## src/core/wdrt_pkg.sv

```systemverilog
package wdrt_pkg;

	// register addresses on the peripheral bus
	localparam logic [15:0] WDRT_ADDR_TICK = 16'h7021;
	localparam logic [15:0] WDRT_ADDR_WDCNT = 16'h7023;
	localparam logic [15:0] WDRT_ADDR_KEY = 16'h7025;
	localparam logic [15:0] WDRT_ADDR_PCTL = 16'h7027;
	localparam logic [15:0] WDRT_ADDR_WCTL = 16'h7029;

	// service key values
	localparam logic [7:0] WDRT_KEY_ARM = 8'h55;
	localparam logic [7:0] WDRT_KEY_CLR = 8'hAA;

	// periodic control fields
	localparam int WDRT_PCTL_FLAG = 7;
	localparam int WDRT_PCTL_ENA = 6;
	localparam int WDRT_PCTL_PS_HI = 2;

	// watchdog control fields
	localparam int WDRT_WCTL_FLAG = 7;
	localparam int WDRT_WCTL_DIS = 6;
	localparam int WDRT_WCTL_CHK_HI = 5;
	localparam int WDRT_WCTL_CHK_LO = 3;
	localparam int WDRT_WCTL_PS_HI = 2;

	// reset and constant values
	localparam logic [2:0] WDRT_CHK_OK = 3'h5;
	localparam logic [2:0] WDRT_PS_RST = 3'h0;
	localparam logic [7:0] WDRT_CNT_RST = 8'h00;
	localparam logic [7:0] WDRT_CNT_MAX = 8'hFF;
	localparam logic [6:0] WDRT_FR_RST = 7'h00;
	localparam logic [2:0] WDRT_TAP_TICK = 3'h7;

	// true when the low n bits of v are all ones, i.e. bit n-1 carries on the next step
	function automatic logic wdrt_tap_hit(input logic [7:0] v, input logic [2:0] n);
		logic [7:0] m;
		m = (8'h01 << n) - 8'h01;
		return (v & m) == m;
	endfunction : wdrt_tap_hit

	// periodic select: codes 0-3 use free-running taps, codes 4-7 use tick counter taps
	function automatic logic [2:0] wdrt_per_tap(input logic [2:0] code);
		case (code)
			3'h0: return 3'h2;
			3'h1: return 3'h4;
			3'h2: return 3'h5;
			3'h3: return 3'h7;
			3'h4: return 3'h1;
			3'h5: return 3'h3;
			3'h6: return 3'h5;
			default: return 3'h7;
		endcase
	endfunction : wdrt_per_tap

	typedef enum logic [1:0] {
		wdrt_key_idle = 2'b01,
		wdrt_key_armed = 2'b10
	} wdrt_key_st_t;

endpackage : wdrt_pkg

```

## src/core/wdrt_evt_if.sv

```systemverilog
`timescale 1ns/1ps
interface wdrt_evt_if;
	logic base_tick;
	logic [6:0] fr_q;
	logic key_wr;
	logic [7:0] key_data;
	logic key_clr;
	logic key_bad;

	modport tick_src (output base_tick, output fr_q);
	modport key_side (input key_wr, input key_data, output key_clr, output key_bad);
	modport core (input base_tick, input fr_q, output key_wr, output key_data,
		input key_clr, input key_bad);
endinterface : wdrt_evt_if

```

## src/core/wdrt_tick_gen.sv

```systemverilog
`timescale 1ns/1ps
module wdrt_tick_gen (
	input wire logic mclk,
	input wire logic rst_n,
	input wire logic sys_reset,
	input wire logic watchdog_base_clock,
	wdrt_evt_if.tick_src evt
);
	import wdrt_pkg::*;

	logic base_q;
	logic [6:0] fr_q;
	logic [6:0] fr_d;

	// one pulse per rising edge of the slow base clock
	assign evt.base_tick = watchdog_base_clock & ~base_q;
	assign evt.fr_q = fr_q;
	assign fr_d = sys_reset ? WDRT_FR_RST : (evt.base_tick ? fr_q + 7'h01 : fr_q);

	always_ff @(posedge mclk or negedge rst_n) begin
		if (!rst_n) begin
			base_q <= 1'b0;
			fr_q <= WDRT_FR_RST;
		end else begin
			base_q <= watchdog_base_clock;
			fr_q <= fr_d;
		end
	end
endmodule : wdrt_tick_gen

```

## src/core/wdrt_key_guard.sv

```systemverilog
`timescale 1ns/1ps
module wdrt_key_guard (
	input wire logic mclk,
	input wire logic rst_n,
	input wire logic sys_reset,
	wdrt_evt_if.key_side evt
);
	import wdrt_pkg::*;

	wdrt_key_st_t st_q;
	wdrt_key_st_t st_d;
	logic is_arm;
	logic is_clr;

	assign is_arm = evt.key_wr && evt.key_data == WDRT_KEY_ARM;
	assign is_clr = evt.key_wr && evt.key_data == WDRT_KEY_CLR;
	assign evt.key_clr = is_clr && st_q == wdrt_key_armed;
	assign evt.key_bad = evt.key_wr && !is_arm && !is_clr;

	always_comb begin
		st_d = st_q;
		case (st_q)
			wdrt_key_idle: begin
				if (is_arm) begin
					st_d = wdrt_key_armed;
				end
			end
			wdrt_key_armed: begin
				if (is_clr) begin
					st_d = wdrt_key_idle;
				end
			end
			default: st_d = wdrt_key_idle;
		endcase
		if (sys_reset) begin
			st_d = wdrt_key_idle;
		end
	end

	always_ff @(posedge mclk or negedge rst_n) begin
		if (!rst_n) begin
			st_q <= wdrt_key_idle;
		end else begin
			st_q <= st_d;
		end
	end
endmodule : wdrt_key_guard

```

## src/core/wdrt_top.sv

```systemverilog
// Notes on behaviour
// - 8-bit watchdog count, readable, steps per tick
// - reset one count-clock period after overflow
// - 55h arms, next AAh clears count, disarms
// - any other key value resets immediately
// - repeated 55h/AAh mixes never reset
// - overflow or bad key sets surviving flag
// - 7-bit prescaler free-runs, only system reset clears
// - 3-bit select picks base clock or tap
// - reset gives fastest rate, counting starts immediately
// - watchdog runs whenever base clock runs, unless strap plus bit 6 disable it
// - disable needs strap at reset plus bit 6
// - check bits not 101 force reset
// - tick counter advances on divide-by-128 tap
// - 1-of-8 mux selects periodic interrupt source
// - periodic rates span 1 to 4096 per second
// - tick counter clearable without touching prescaler
// - periodic timer stops in halt, enable gates
// - tick counter readable; prescaler reset-only
// - periodic flag sets on overflow, write-0 clears
// - one request per edge; disable drops pending
// - key location reads back watchdog control
// - any write to tick counter clears it
//
// The plain strobed port was left to the implementer.
`timescale 1ns/1ps
module wdrt_top (
	input wire logic mclk,
	input wire logic rst_n,
	input wire logic sys_reset,
	input wire logic watchdog_base_clock,
	input wire logic programming_supply_pin,
	input wire logic halt_mode,
	input wire logic [15:0] addr,
	input wire logic [7:0] wdata,
	input wire logic wr_stb,
	input wire logic rd_stb,
	output logic [7:0] rdata,
	output logic periodic_interrupt,
	input wire logic periodic_interrupt_ack,
	output logic wd_reset_req
);
	import wdrt_pkg::*;

	wdrt_evt_if evt ();

	// register state
	logic [7:0] tick_q;
	logic [7:0] tick_d;
	logic [7:0] wd_count_q;
	logic [7:0] wd_count_d;
	logic ovf_pend_q;
	logic ovf_pend_d;
	logic wd_flag_q;
	logic wd_flag_d;
	logic wd_dis_q;
	logic [2:0] chk_q;
	logic [2:0] wd_ps_q;
	logic p_flag_q;
	logic p_flag_d;
	logic p_ena_q;
	logic [2:0] p_ps_q;
	logic irq_q;
	logic irq_d;
	logic strap_q;
	logic wd_reset_q;
	logic wd_reset_d;
	logic [7:0] rdata_q;

	// decode
	logic wr_tick;
	logic wr_key;
	logic wr_pctl;
	logic wr_wctl;
	logic [7:0] wctl_rd;
	logic [7:0] pctl_rd;
	logic [7:0] rdata_d;

	// time base
	logic [7:0] fr_ext;
	logic tap128;
	logic wd_tick;
	logic wd_run;
	logic wd_ovf;
	logic chk_bad;
	logic rst_cause;
	logic wd_cause;
	logic per_src;
	logic per_evt;
	logic [2:0] per_n;

	wdrt_tick_gen u_tick (
		.mclk(mclk),
		.rst_n(rst_n),
		.sys_reset(sys_reset),
		.watchdog_base_clock(watchdog_base_clock),
		.evt(evt.tick_src)
	);

	wdrt_key_guard u_key (
		.mclk(mclk),
		.rst_n(rst_n),
		.sys_reset(sys_reset),
		.evt(evt.key_side)
	);

	assign wr_tick = wr_stb && addr == WDRT_ADDR_TICK;
	assign wr_key = wr_stb && addr == WDRT_ADDR_KEY;
	assign wr_pctl = wr_stb && addr == WDRT_ADDR_PCTL;
	assign wr_wctl = wr_stb && addr == WDRT_ADDR_WCTL;

	assign evt.key_wr = wr_key && !sys_reset;
	assign evt.key_data = wdata;

	// ---- watchdog counter clock
	assign fr_ext = {1'b0, evt.fr_q};
	// codes 0 and 1 take the base clock directly, 2..7 take divide by 2..64
	assign wd_tick = evt.base_tick &&
		(wd_ps_q < 3'h2 || wdrt_tap_hit(fr_ext, wd_ps_q - 3'h1));
	// the strap and the disable bit must both hold, else the count never stops
	assign wd_run = !(strap_q && wd_dis_q);
	assign wd_ovf = wd_run && wd_tick && wd_count_q == WDRT_CNT_MAX;
	assign chk_bad = chk_q != WDRT_CHK_OK;

	// watchdog causes; an armed overflow fires on the next count-clock tick
	assign wd_cause = !sys_reset &&
		((wd_run && ovf_pend_q && wd_tick && !evt.key_clr) || evt.key_bad);
	// corrupted check bits reset as well, but do not mark the flag
	assign rst_cause = wd_cause || (!sys_reset && chk_bad);

	always_comb begin
		wd_count_d = wd_count_q;
		ovf_pend_d = ovf_pend_q;
		if (wd_run && wd_tick) begin
			wd_count_d = wd_count_q + 8'h01;
		end
		if (wd_ovf) begin
			ovf_pend_d = 1'b1;
		end
		if (evt.key_clr) begin
			wd_count_d = WDRT_CNT_RST;
			ovf_pend_d = 1'b0;
		end
		if (sys_reset) begin
			wd_count_d = WDRT_CNT_RST;
			ovf_pend_d = 1'b0;
		end
	end

	// flag survives system reset; a new cause wins over a software clear
	always_comb begin
		wd_flag_d = wd_flag_q;
		if (wr_wctl && !wdata[WDRT_WCTL_FLAG]) begin
			wd_flag_d = 1'b0;
		end
		if (wd_cause) begin
			wd_flag_d = 1'b1;
		end
	end

	// reset request held until the system reset comes back
	assign wd_reset_d = sys_reset ? 1'b0 : (wd_reset_q || rst_cause);

	// ---- periodic tick
	assign tap128 = evt.base_tick && wdrt_tap_hit(fr_ext, WDRT_TAP_TICK) && !halt_mode;
	assign per_n = wdrt_per_tap(p_ps_q);
	// codes 0-3 from the prescaler, 4-7 from the tick counter on its /128 clock
	assign per_src = p_ps_q[WDRT_PCTL_PS_HI] ? (tap128 && wdrt_tap_hit(tick_q, per_n)) :
		(evt.base_tick && wdrt_tap_hit(fr_ext, per_n));
	assign per_evt = per_src && !halt_mode && !sys_reset;

	always_comb begin
		tick_d = tick_q;
		if (tap128) begin
			tick_d = tick_q + 8'h01;
		end
		if (wr_tick || sys_reset) begin
			tick_d = WDRT_CNT_RST;
		end
	end

	always_comb begin
		p_flag_d = p_flag_q;
		if (wr_pctl) begin
			p_flag_d = wdata[WDRT_PCTL_FLAG];
		end
		if (per_evt) begin
			p_flag_d = 1'b1;
		end
		if (sys_reset) begin
			p_flag_d = 1'b0;
		end
	end

	// a software-set flag never reaches the request path
	always_comb begin
		irq_d = irq_q;
		if (periodic_interrupt_ack) begin
			irq_d = 1'b0;
		end
		if (per_evt && p_ena_q) begin
			irq_d = 1'b1;
		end
		if ((wr_pctl && !wdata[WDRT_PCTL_ENA]) || sys_reset) begin
			irq_d = 1'b0;
		end
	end

	always_ff @(posedge mclk or negedge rst_n) begin
		if (!rst_n) begin
			wd_count_q <= WDRT_CNT_RST;
			ovf_pend_q <= 1'b0;
			wd_flag_q <= 1'b0;
			wd_reset_q <= 1'b0;
			tick_q <= WDRT_CNT_RST;
			p_flag_q <= 1'b0;
			irq_q <= 1'b0;
		end else begin
			wd_count_q <= wd_count_d;
			ovf_pend_q <= ovf_pend_d;
			wd_flag_q <= wd_flag_d;
			wd_reset_q <= wd_reset_d;
			tick_q <= tick_d;
			p_flag_q <= p_flag_d;
			irq_q <= irq_d;
		end
	end

	// control fields; check bits return to the good pattern at reset
	always_ff @(posedge mclk or negedge rst_n) begin
		if (!rst_n) begin
			wd_dis_q <= 1'b0;
			chk_q <= WDRT_CHK_OK;
			wd_ps_q <= WDRT_PS_RST;
			p_ena_q <= 1'b0;
			p_ps_q <= WDRT_PS_RST;
		end else if (sys_reset) begin
			wd_dis_q <= 1'b0;
			chk_q <= WDRT_CHK_OK;
			wd_ps_q <= WDRT_PS_RST;
			p_ena_q <= 1'b0;
			p_ps_q <= WDRT_PS_RST;
		end else begin
			if (wr_wctl) begin
				wd_dis_q <= wdata[WDRT_WCTL_DIS];
				chk_q <= wdata[WDRT_WCTL_CHK_HI:WDRT_WCTL_CHK_LO];
				wd_ps_q <= wdata[WDRT_WCTL_PS_HI:0];
			end
			if (wr_pctl) begin
				p_ena_q <= wdata[WDRT_PCTL_ENA];
				p_ps_q <= wdata[WDRT_PCTL_PS_HI:0];
			end
		end
	end

	// strap sampled while system reset is held
	always_ff @(posedge mclk or negedge rst_n) begin
		if (!rst_n) begin
			strap_q <= 1'b0;
		end else if (sys_reset) begin
			strap_q <= programming_supply_pin;
		end
	end

	// ---- read path
	assign wctl_rd = {wd_flag_q, wd_dis_q, chk_q, wd_ps_q};
	assign pctl_rd = {p_flag_q, p_ena_q, 3'h0, p_ps_q};
	assign rdata_d = !rd_stb ? 8'h00 :
		addr == WDRT_ADDR_TICK ? tick_q :
		addr == WDRT_ADDR_WDCNT ? wd_count_q :
		addr == WDRT_ADDR_KEY ? wctl_rd :
		addr == WDRT_ADDR_PCTL ? pctl_rd :
		addr == WDRT_ADDR_WCTL ? wctl_rd : 8'h00;

	always_ff @(posedge mclk or negedge rst_n) begin
		if (!rst_n) begin
			rdata_q <= 8'h00;
		end else begin
			rdata_q <= rdata_d;
		end
	end

	assign rdata = rdata_q;
	assign periodic_interrupt = irq_q;
	assign wd_reset_req = wd_reset_q;
endmodule : wdrt_top

```

## config.mk

```make
export PLATFORM = sky130hd
export DESIGN_NAME = wdrt_top
export DESIGN_NICKNAME = d
export VERILOG_FILES = /design/src/core/wdrt_pkg.sv /design/src/core/wdrt_evt_if.sv /design/src/core/wdrt_tick_gen.sv /design/src/core/wdrt_key_guard.sv /design/src/core/wdrt_top.sv
export SDC_FILE = /design/constraint.sdc
export NUM_CORES = 1
export LEC_CHECK = 0
export BUFFER_PORTS_ARGS = -buffer_cell sky130_fd_sc_hd__clkbuf_2
export CORE_ASPECT_RATIO = 1.25
export CORE_UTILIZATION = 23
export CTS_BUF_LIST = sky130_fd_sc_hd__clkbuf_8 sky130_fd_sc_hd__clkbuf_16
export DETAILED_ROUTE_END_ITERATION = 12
export PLACE_DENSITY_LB_ADDON = 0.08
export SLEW_MARGIN = 20
export SYNTH_ARGS = -nofsm -noshare
export SYNTH_HDL_FRONTEND = slang
export SYNTH_SLANG_ARGS = --single-unit
```

## constraint.sdc

```tcl
create_clock -name mclk -period 4.4 [get_ports mclk]
set_input_delay 0 -clock mclk [delete_from_list [all_inputs] [get_ports mclk]]
set_output_delay 0 -clock mclk [all_outputs]
set_load 0.03 [all_outputs]
```

== Yosys cells after proc, flatten, opt, wreduce, memory -nomap -nowiden ==
Index checks and enable logic that the tools add are counted.

* Register bits after elaboration: 51
* Bits of input ports: 33
* Output and inout port bits: 10
* Logic and storage cells: 148

* Add/subtract/negate cells: 6
* Order comparisons: 1
* Eq/ne operators: 22
* Shift operators: 2
* Mux-type cells: 41
* Bitwise logic cells: 5
* Reduce and logical (&&, ||, !) cells: 54

{| class="wikitable"
|+ Operator list
! cell !! number
|-
| $mux 8 || 11
|-
| $eq 16x15->1 const B || 5
|-
| $logic_and 1x1->1 || 28
|-
| $eq 8x8->1 || 3
|-
| $mux 3 || 6
|-
| $mux 1 || 17
|-
| $add 8x1->8 const B || 2
|-
| $and 7x8->8 || 2
|-
| $eq 8x8->1 const B || 2
|-
| $shl 1x3->8 const A || 2
|-
| $sub 8x1->8 const B || 2
|-
| $pmux 3 s5 || 1
|-
| $mux 7 || 2
|-
| $reduce_bool 3->1 || 4
|-
| $reduce_bool 2->1 || 5
|-
| $eq 3x3->1 const B || 3
|-
| $and 8x8->8 || 1
|-
| $eq 8x7->1 const B || 1
|-
| $logic_not 1->1 || 8
|-
| $add 7x1->7 const B || 1
|-
| $eq 7x7->1 const B || 1
|-
| $logic_or 1x1->1 || 6
|-
| $mux 2 || 3
|-
| $ne 3x2->1 const B || 2
|-
| 13 further kinds || 13
|}

== Longest topological paths before layout ==
Gate-level depths: netlist of run 1.

* Depth after elaboration: 14
* Mapped depth: 12
* Mapped depth without buffers: 10

== Hierarchy ==
Synthesis of run 1 repeated with hierarchy kept, for this count alone.

* Cells, all modules: 338
* Area, all modules: 3,214.3 um2

{| class="wikitable"
|+ Modules (own cells, without submodules)
! module !! instances !! cells an instance !! area an instance (um2) !! sequential area each (um2)
|-
| wdrt_top || 1 || 287 || 2,666.3 || 1,028.5
|-
| wdrt_tick_gen || 1 || 35 || 375.4 || 200.2
|-
| wdrt_key_guard || 1 || 16 || 172.7 || 51.3
|}

== Worst setup path after synthesis of run 1 ==
No wires, ideal clock.

* Path type: register to register
* Start point: reg wd_ps_q[2]
* End point: reg wd_count_q[2]
* Library setup time: 0.120 ns
* Data arrival time: 2.345 ns
* Data required time: 4.280 ns
* Path slack: 1.935 ns
* Cell stages (with the launch flop): 12
* Buffers on the path: 2
* Period minus slack after synthesis: 2.465 ns
* Cell sequence: dfrtp_1 > buf_4 > nor3b_2 > inv_1 > ha_1 > and3_1 > a31oi_1 > o22ai_1 > o41ai_4 > buf_6 > a21oi_1 > a31o_1

* Word-level cells in the longest chain between the ends: 9
* Elaborated cells on any way between the ends: 10
* Classes of those cells: add/sub (2); order compare (1); eq/ne (1); shift (1); bitwise (1); reduce/logical (4)

{| class="wikitable"
|+ RTL lines
! element !! line !! text
|-
| start, declared || wdrt_top.sv:58 || <nowiki>logic [2:0] wd_ps_q;</nowiki>
|-
| start signal, assigned || wdrt_top.sv:247 || <nowiki>wd_ps_q <= wdata[WDRT_WCTL_PS_HI:0];</nowiki>
|-
| $sub 3x1->3 || wdrt_top.sv:119 || <nowiki>(wd_ps_q < 3'h2 || wdrt_tap_hit(fr_ext, wd_ps_q - 3'h1));</nowiki>
|-
| $shl 1x3->8 || wdrt_pkg.sv:37 || <nowiki>m = (8'h01 << n) - 8'h01;</nowiki>
|-
| $sub 8x1->8 || wdrt_pkg.sv:37 ||
|-
| $and 7x8->8 || wdrt_pkg.sv:38 || <nowiki>return (v & m) == m;</nowiki>
|-
| $eq 8x8->1 || wdrt_pkg.sv:38 ||
|-
| $logic_or 1x1->1 * || wdrt_top.sv:119 ||
|-
| $logic_and 1x1->1 * || wdrt_top.sv:118 || <nowiki>assign wd_tick = evt.base_tick &&</nowiki>
|-
| $logic_and 1x1->1 * || wdrt_top.sv:134 || <nowiki>if (wd_run && wd_tick) begin</nowiki>
|-
| $reduce_bool 3->1 (no source line) * || -- ||
|-
| end signal, assigned || wdrt_top.sv:219 || <nowiki>wd_count_q <= wd_count_d;</nowiki>
|-
| end, declared || wdrt_top.sv:50 || <nowiki>logic [7:0] wd_count_q;</nowiki>
|}

Mark *: on every way between the ends. The rest lies on a longest branch, timed or not.
A chain may end at the register's enable or synchronous reset.

== Worst setup path in the final report of run 1 ==
* Start point: reg wd_ps_q[1]
* End point: reg wd_count_q[4]

Same word-level chain as after synthesis.

==> impl_metrics.csv, run 1 <==
group,metric,value,unit
synthesis,synthCells,323,
timing,setup_ws,1200,ps
global_routing,overflow,0,
worst_setup_path,r2r-end,"wd_count_q[4]",
layout,layout-drive-gt1-share,18.3,%
detailed_routing,wirelength,8950,um
floorplanning,num_io_pins,43,
worst_setup_path,worst-setup-path-type,"reg2reg",
min_path,hold_depth,3,
cts,clock_sinks,51,
global_routing,grt_max_degree,52,
global_routing,grt_pass1_vias,2616,
outcome,outcome,"finished, final reports clean",
detailed_routing,first_pass_iters,4,
detailed_routing,vias,2511,
synthesis,yosysTopAreaCell,"dfrtp_1",
min_path,hold_end,"chk_q[1]",
timing,relSlewSlack,29.6,%
placement,gp_congestion,0.717,
timing,fin_crit_sh,72.7,%
timing,setup_viol,0,
worst_setup_path,crit_arrival,3420,ps
synthesis,avgSynthCellArea,9.56,um^2
synthesis,synth_edf_count,0,
worst_setup_path,critPathCaptureType,"flip-flop",
layout,nets,409,
timing,tightest_slew,1050,ps
synthesis,synth_top_area_share,38.9,%
global_routing,grt_usage,14.0,%
synthesis,synth_seq_cells,51,
timing,max_clock_freq,313,MHz
detailed_routing,via_per_inst,4.70,
detailed_routing,drt_iter0_drc,118,
timing,rsz0062_at_grt,"false",
timing,clock_skew,6.01,ps
synthesis,synthArstFlopShare,100,%
detailed_routing,route.detailed.drc,0,
synthesis,syn-num-nets,367,
timing,fin_tns_setup,0,ps
worst_setup_path,r2r_cells,9,
flow_run,cap_violations,0,
floorplanning,dieArea,13900,um^2
synthesis,synthTopCellsByArea,"dfrtp_1, nor2_1, ha_1, mux2i_1, nand2_1",
synthesis,synth.distinct_cells,59,
synthesis,yosys_warnings,0,
worst_setup_path,reg2reg_slack,1200,ps
worst_setup_path,path_max_fanout,19,
power_and_ir_drop,ir_drop,0.000166,V
power_and_ir_drop,leakage,1.67,nW
placement,io_buffers,42,
min_path,hold_class,"in2reg",
cts,cts_tree,"yes",
global_routing,antenna_found_initial,0,
detailed_routing,ant_nets,0,
cts,cts_root_buf,"clkbuf_16",
worst_setup_path,r2r_start,"wd_ps_q[1]",
cts,clk_pin_slew_worst_paths,70,ps
floorplanning,num_rows,46,
global_routing,grt_pass1_wl,15200,um
timing,period_minus_slack,3200,ps
power_and_ir_drop,power_density,278,nW/um^2
min_path,hp-start,"wdata[4]",
cts,clkLatencyLatePin,300,ps
cts,cts_htree_levels,2,
placement,hpwl,6460,um
cts,cts_resized,0,
worst_setup_path,critPathLaunchType,"flip-flop",
synthesis,ys.flop_type,"dfrtp_1",
cts,cts_buffer_depth,2,
floorplanning,initial_core_util,24.0,%
floorplanning,die_x,106,um
synthesis,netlist_area,3090,um^2
worst_setup_path,cp.required,4620,ps
layout,area.growth.synth_to_final,18.6,%
layout,antenna_cells,0,
synthesis,seq_area_frac_synth,41.5,%
cts,cts_buffers,5,
placement,dpl_worst_slack,1170,ps
floorplanning,coreArea,12900,um^2
floorplanning,dieHeight,132,um
timing,finalMaxSlewViolations,0,
timing,hold_violations,0,
detailed_routing,post_drt_wl_per_cell,16.8,um
how the worst max path moves through the flow:
| stage | depth (start not counted) | slack [ps] | start | endpoint |
|---|---|---|---|---|
| CTS | 9 | 1140 | wd_ps_q[1] | wd_count_q[4] |
| floorplan | 11 | 1940 | wd_ps_q[2] | wd_count_q[2] |
| detailed placement | 9 | 1170 | wd_ps_q[1] | wd_count_q[4] |
| global placement | 9 | 1210 | wd_ps_q[1] | wd_count_q[4] |
| global route | 10 | 870 | wd_ps_q[1] | wd_reset_req |
| finish | 9 | 1200 | wd_ps_q[1] | wd_count_q[4] |
cell usage after synthesis, types with 4 or more instances:
library cell and n:
dfrtp_1 48, nor2_1 37, nand2_1 29, a21oi_1 14
nor2b_1 13, ha_1 11, mux2i_1 11, nand3_1 11
o21ai_0 10, xnor2_1 10, a222oi_1 8, and3_1 8
nand2b_1 8, nor3_1 7, a21boi_1 6, clkbuf_1 6
inv_1 6, nand4_1 6, nor4bb_1 6, xor2_1 6
and4_1 4
placed cells by master, fill, tap and decap left out, types with 11 or more instances in the layout:
cell type,count
nand2_1,29
dfrtp_1,48
nand3_1,11
mux2i_1,11
clkbuf_2,42
a21oi_1,14
ha_1,11
nor2_1,37
nor2b_1,13
sequential cells by signal, summed over array words and instances, names as in the netlist:
register and flops:
wd_dis_q 1, rdata 8, u_tick.base_q 1, wd_ps_q 3, p_flag_q 1, strap_q 1, ovf_pend_q 1, p_ena_q 1
wd_reset_req 1, u_tick.evt.fr_q 7, chk_q 3, wd_count_q 8, tick_q 8, wd_flag_q 1, p_ps_q 3, u_key.st_q 2
periodic_interrupt 1
cell type report:
type	count	area, um^2
Clock buffer	6	139
Timing Repair Buffer	49	275
Inverter	8	30.0
Sequential cell	51	1280
Fill cell	1398	9230
Clock inverter	2	35.0
Multi-Input combinational cell	250	1690
Tap cell	168	210
report_power, final:
| group | total (mW) | switching (mW) | internal (mW) |
|---|---|---|---|
| Clock | 0.472 | 0.188 | 0.284 |
| Combinational | 0.0686 | 0.0409 | 0.0277 |
| Sequential | 0.477 | 0.00452 | 0.472 |
| Total | 1.02 | 0.234 | 0.784 |
metrics by stage:
stage,std cells,hold WS (ps),total power [mW],cell area [um^2],utilization [%]
after global placement,521,126,0.554,3440,26.7
after detailed placement,521,123,0.554,3440,26.7
after CTS,534,2.45,1.04,3660,28.4
after global routing,534,38.9,1.06,3660,28.4
after floorplan,323,-296,0.515,3090,-
final,534,8.45,1.02,3660,28.4
critical path, stage by stage (launching register included):
cell and delay (ps):
dfrtp_1 750, or2b_1 290, nand2b_1 140, ha_1 240
and3_1 190, a31oi_1 130, o22ai_1 130, o41ai_4 790
and3_1 290, mux2i_1 180
cells by family (layout without fill, tap and decap cells):
logic type	count (synthesis)	after routing	share of synthesized area, %
AND/OR/NAND/NOR	145	145	25.9
XOR/XNOR	16	16	4.54
adder cells (fa/ha/maj)	11	11	4.46
buffers and inverters	22	65	3.77
other	1	1	0.121
AO/OA/AOI/OAI	65	65	15.8
flip-flops	51	51	41.5
multiplexers	12	12	3.93
timing repair:
action,4_1_cts,5_1_grt
setup buffers,0,0
endpoints found under the hold margin,52,0
endpoints found under the setup margin,0,0
hold buffers,5,0
routing by layer:
| metal | part of all wire [%] | routed length (um) | global-route usage (%) |
|---|---|---|---|
| met5 | 0 | 0 | 0 |
| met3 | 2.9 | 264 | 2.43 |
| met1 | 44 | 3980 | 17.9 |
| met4 | 1.3 | 112 | 4.01 |
| met2 | 51 | 4600 | 23.8 |
(Power assumes the default switching activity.)
==> inputs of run 2 (changes only) <==
==> constraint.sdc (replaced) <==
create_clock -name mclk -period 2.81 [get_ports mclk]
set_input_delay 0 -clock mclk [delete_from_list [all_inputs] [get_ports mclk]]
set_output_delay 0 -clock mclk [all_outputs]
set_load 0.03 [all_outputs]
==> impl_metrics.csv, run 2 (synthesis gave the netlist of run 1 again) <==
group,metric,value,unit
timing,fin_crit_sh,91.6,%
placement,gp_congestion,0.730,
detailed_routing,via_per_inst,4.80,
cts,clk_pin_slew_worst_paths,70,ps
power_and_ir_drop,p_int,1.29,mW
global_routing,grt_pass1_wl,14800,um
layout,final_common_cell,"dfrtp_1",
floorplanning,dieArea,13900,um^2
floorplanning,die_x,106,um
detailed_routing,post_drt_wl_per_cell,16.3,um
worst_setup_path,worst-setup-path-type,"reg2reg",
power_and_ir_drop,clock_power_share,48.5,%
timing,fin_tns_setup,0,ps
layout,final_cell_mix,"dfrtp_1, clkbuf_2, nor2_1, nand2_1, buf_4",
power_and_ir_drop,comb_power_share,6.5,%
global_routing,overflow,0,
timing,relSlewSlack,41.2,%
floorplanning,num_rows,46,
worst_setup_path,critPathCaptureType,"flip-flop",
detailed_routing,ant_nets,0,
timing,setup_viol,0,
worst_setup_path,critPathLaunchType,"flip-flop",
detailed_routing,wirelength,8880,um
floorplanning,initial_core_util,24.0,%
layout,post-route-util,29.2,%
power_and_ir_drop,leakage,1.74,nW
power_and_ir_drop,ir_drop,0.000346,V
power_and_ir_drop,seq_power_share,45.0,%
power_and_ir_drop,sw_frac_of_total,22.0,%
worst_setup_path,cp.required,3030,ps
cts,cts_tree,"yes",
floorplanning,dieHeight,132,um
timing,hold_violations,0,
global_routing,grt_usage,13.8,%
timing,clock_skew,6.42,ps
worst_setup_path,path_max_fanout,13,
cts,cts_root_buf,"clkbuf_16",
timing,period_minus_slack,2570,ps
floorplanning,coreArea,12900,um^2
layout,nets,421,
global_routing,grt_max_degree,34,
power_and_ir_drop,p_switching,365,uW
detailed_routing,vias,2622,
floorplanning,num_io_pins,43,
placement,hpwl,6710,um
timing,rsz0062_at_grt,"false",
layout,layout-drive-gt1-share,21.4,%
placement,io_buffers,42,
timing,tightest_slew,882,ps
global_routing,grt_pass1_vias,2718,
power_and_ir_drop,power_density,440,nW/um^2
flow_run,cap_violations,0,
detailed_routing,route.detailed.drc,0,
cts,clock_sinks,51,
min_path,hold_class,"in2reg",
global_routing,antenna_found_initial,0,
outcome,outcome,"finished, final reports clean",
cts,cts_buffer_depth,2,
detailed_routing,drt_iter0_drc,151,
timing,finalMaxSlewViolations,0,
layout,area.growth.synth_to_final,22.0,%
worst_setup_path,crit_arrival,2790,ps
cts,cts_buffers,5,
cts,clkLatencyLatePin,300,ps
cts,cts_htree_levels,2,
timing,max_clock_freq,389,MHz
detailed_routing,first_pass_iters,5,
layout,antenna_cells,0,
[run 2: cell count changes in the layout (fill, tap and decap cells not counted), sizes merged]
cell	previous run	this run
buf	2	16
bufinv	1	2
clkbuf	48	47
clkinv	1	0
clkinvlp	0	1
dlygate4sd3	5	3
[run 2: worst paths after layout]
check                                 from             to  slack, ps  cells past startpoint
worst max-delay path            wd_ps_q[0]  wd_count_q[4]        240                     10
worst min-delay path              wdata[4]       chk_q[1]         10                      3
worst max register to register  wd_ps_q[0]  wd_count_q[4]        240                     10
worst min register to register  ovf_pend_q     ovf_pend_q        490                      2
max in group asynchronous            rst_n       chk_q[2]       1700                      3
min in group asynchronous            rst_n  u_tick.base_q        220                      2
[run 2: power groups by stage]
| stage | Clock, mW | Combinational [mW] | Sequential (mW) |
|---|---|---|---|
| 6_report | 0.805 | 0.108 | 0.746 |
| 5_1_grt | 0.858 | 0.122 | 0.747 |
| 4_1_cts | 0.830 | 0.111 | 0.746 |
| 3_5_place_dp | 0 | 0.107 | 0.761 |
| 3_3_place_gp | 0 | 0.108 | 0.761 |
| 2_1_floorplan | 0 | 0.0474 | 0.758 |
[run 2: layout make-up]
class / instances / area, um^2
clock buffers: 5 / 125
clock inverters: 3 / 67.6
fillers: 1404 / 9120
inverters: 8 / 30.0
multi-input cells: 250 / 1690
flip-flops and latches: 51 / 1280
well taps: 168 / 210
repair buffers: 61 / 364
[run 2: what timing repair did]
action	CTS	global route
hold buffers	3	0
buffers inserted	0	0
setup endpoints to repair	0	1
resized for setup	0	1
hold endpoints to repair	20	0
[run 2: routing by layer]
| metal | up-vias | wire [um] | global-route usage (%) |
|---|---|---|---|
| met5 | - | 0 | 0 |
| met4 | 0 | 104 | 3.40 |
| met3 | 7 | 246 | 2.43 |
| met2 | 40 | 4790 | 25.6 |
| met1 | 1298 | 3740 | 16.1 |
| li1 | 1277 | - | - |
[run 2: metrics by stage]
stage	total power, mW	instances	instance area [um^2]	hold slack, ps	setup slack [ps]
6_report	1.66	546	3770	12.4	237
3_5_place_dp	0.868	535	3540	13.9	220
3_3_place_gp	0.868	535	3540	26.1	256
5_1_grt	1.73	546	3770	31.1	16.6
2_1_floorplan	0.806	323	3090	-296	345
4_1_cts	1.69	546	3760	9.78	191
[run 2: critical path: stages (launching register included)]
cell,delay (ps)
dfrtp_1,460
or2b_1,270
nand2b_1,150
ha_1,240
and3_1,180
a31oi_1,140
o22ai_1,130
o41ai_4,360
buf_6,210
and3_1,190
mux2i_1,180
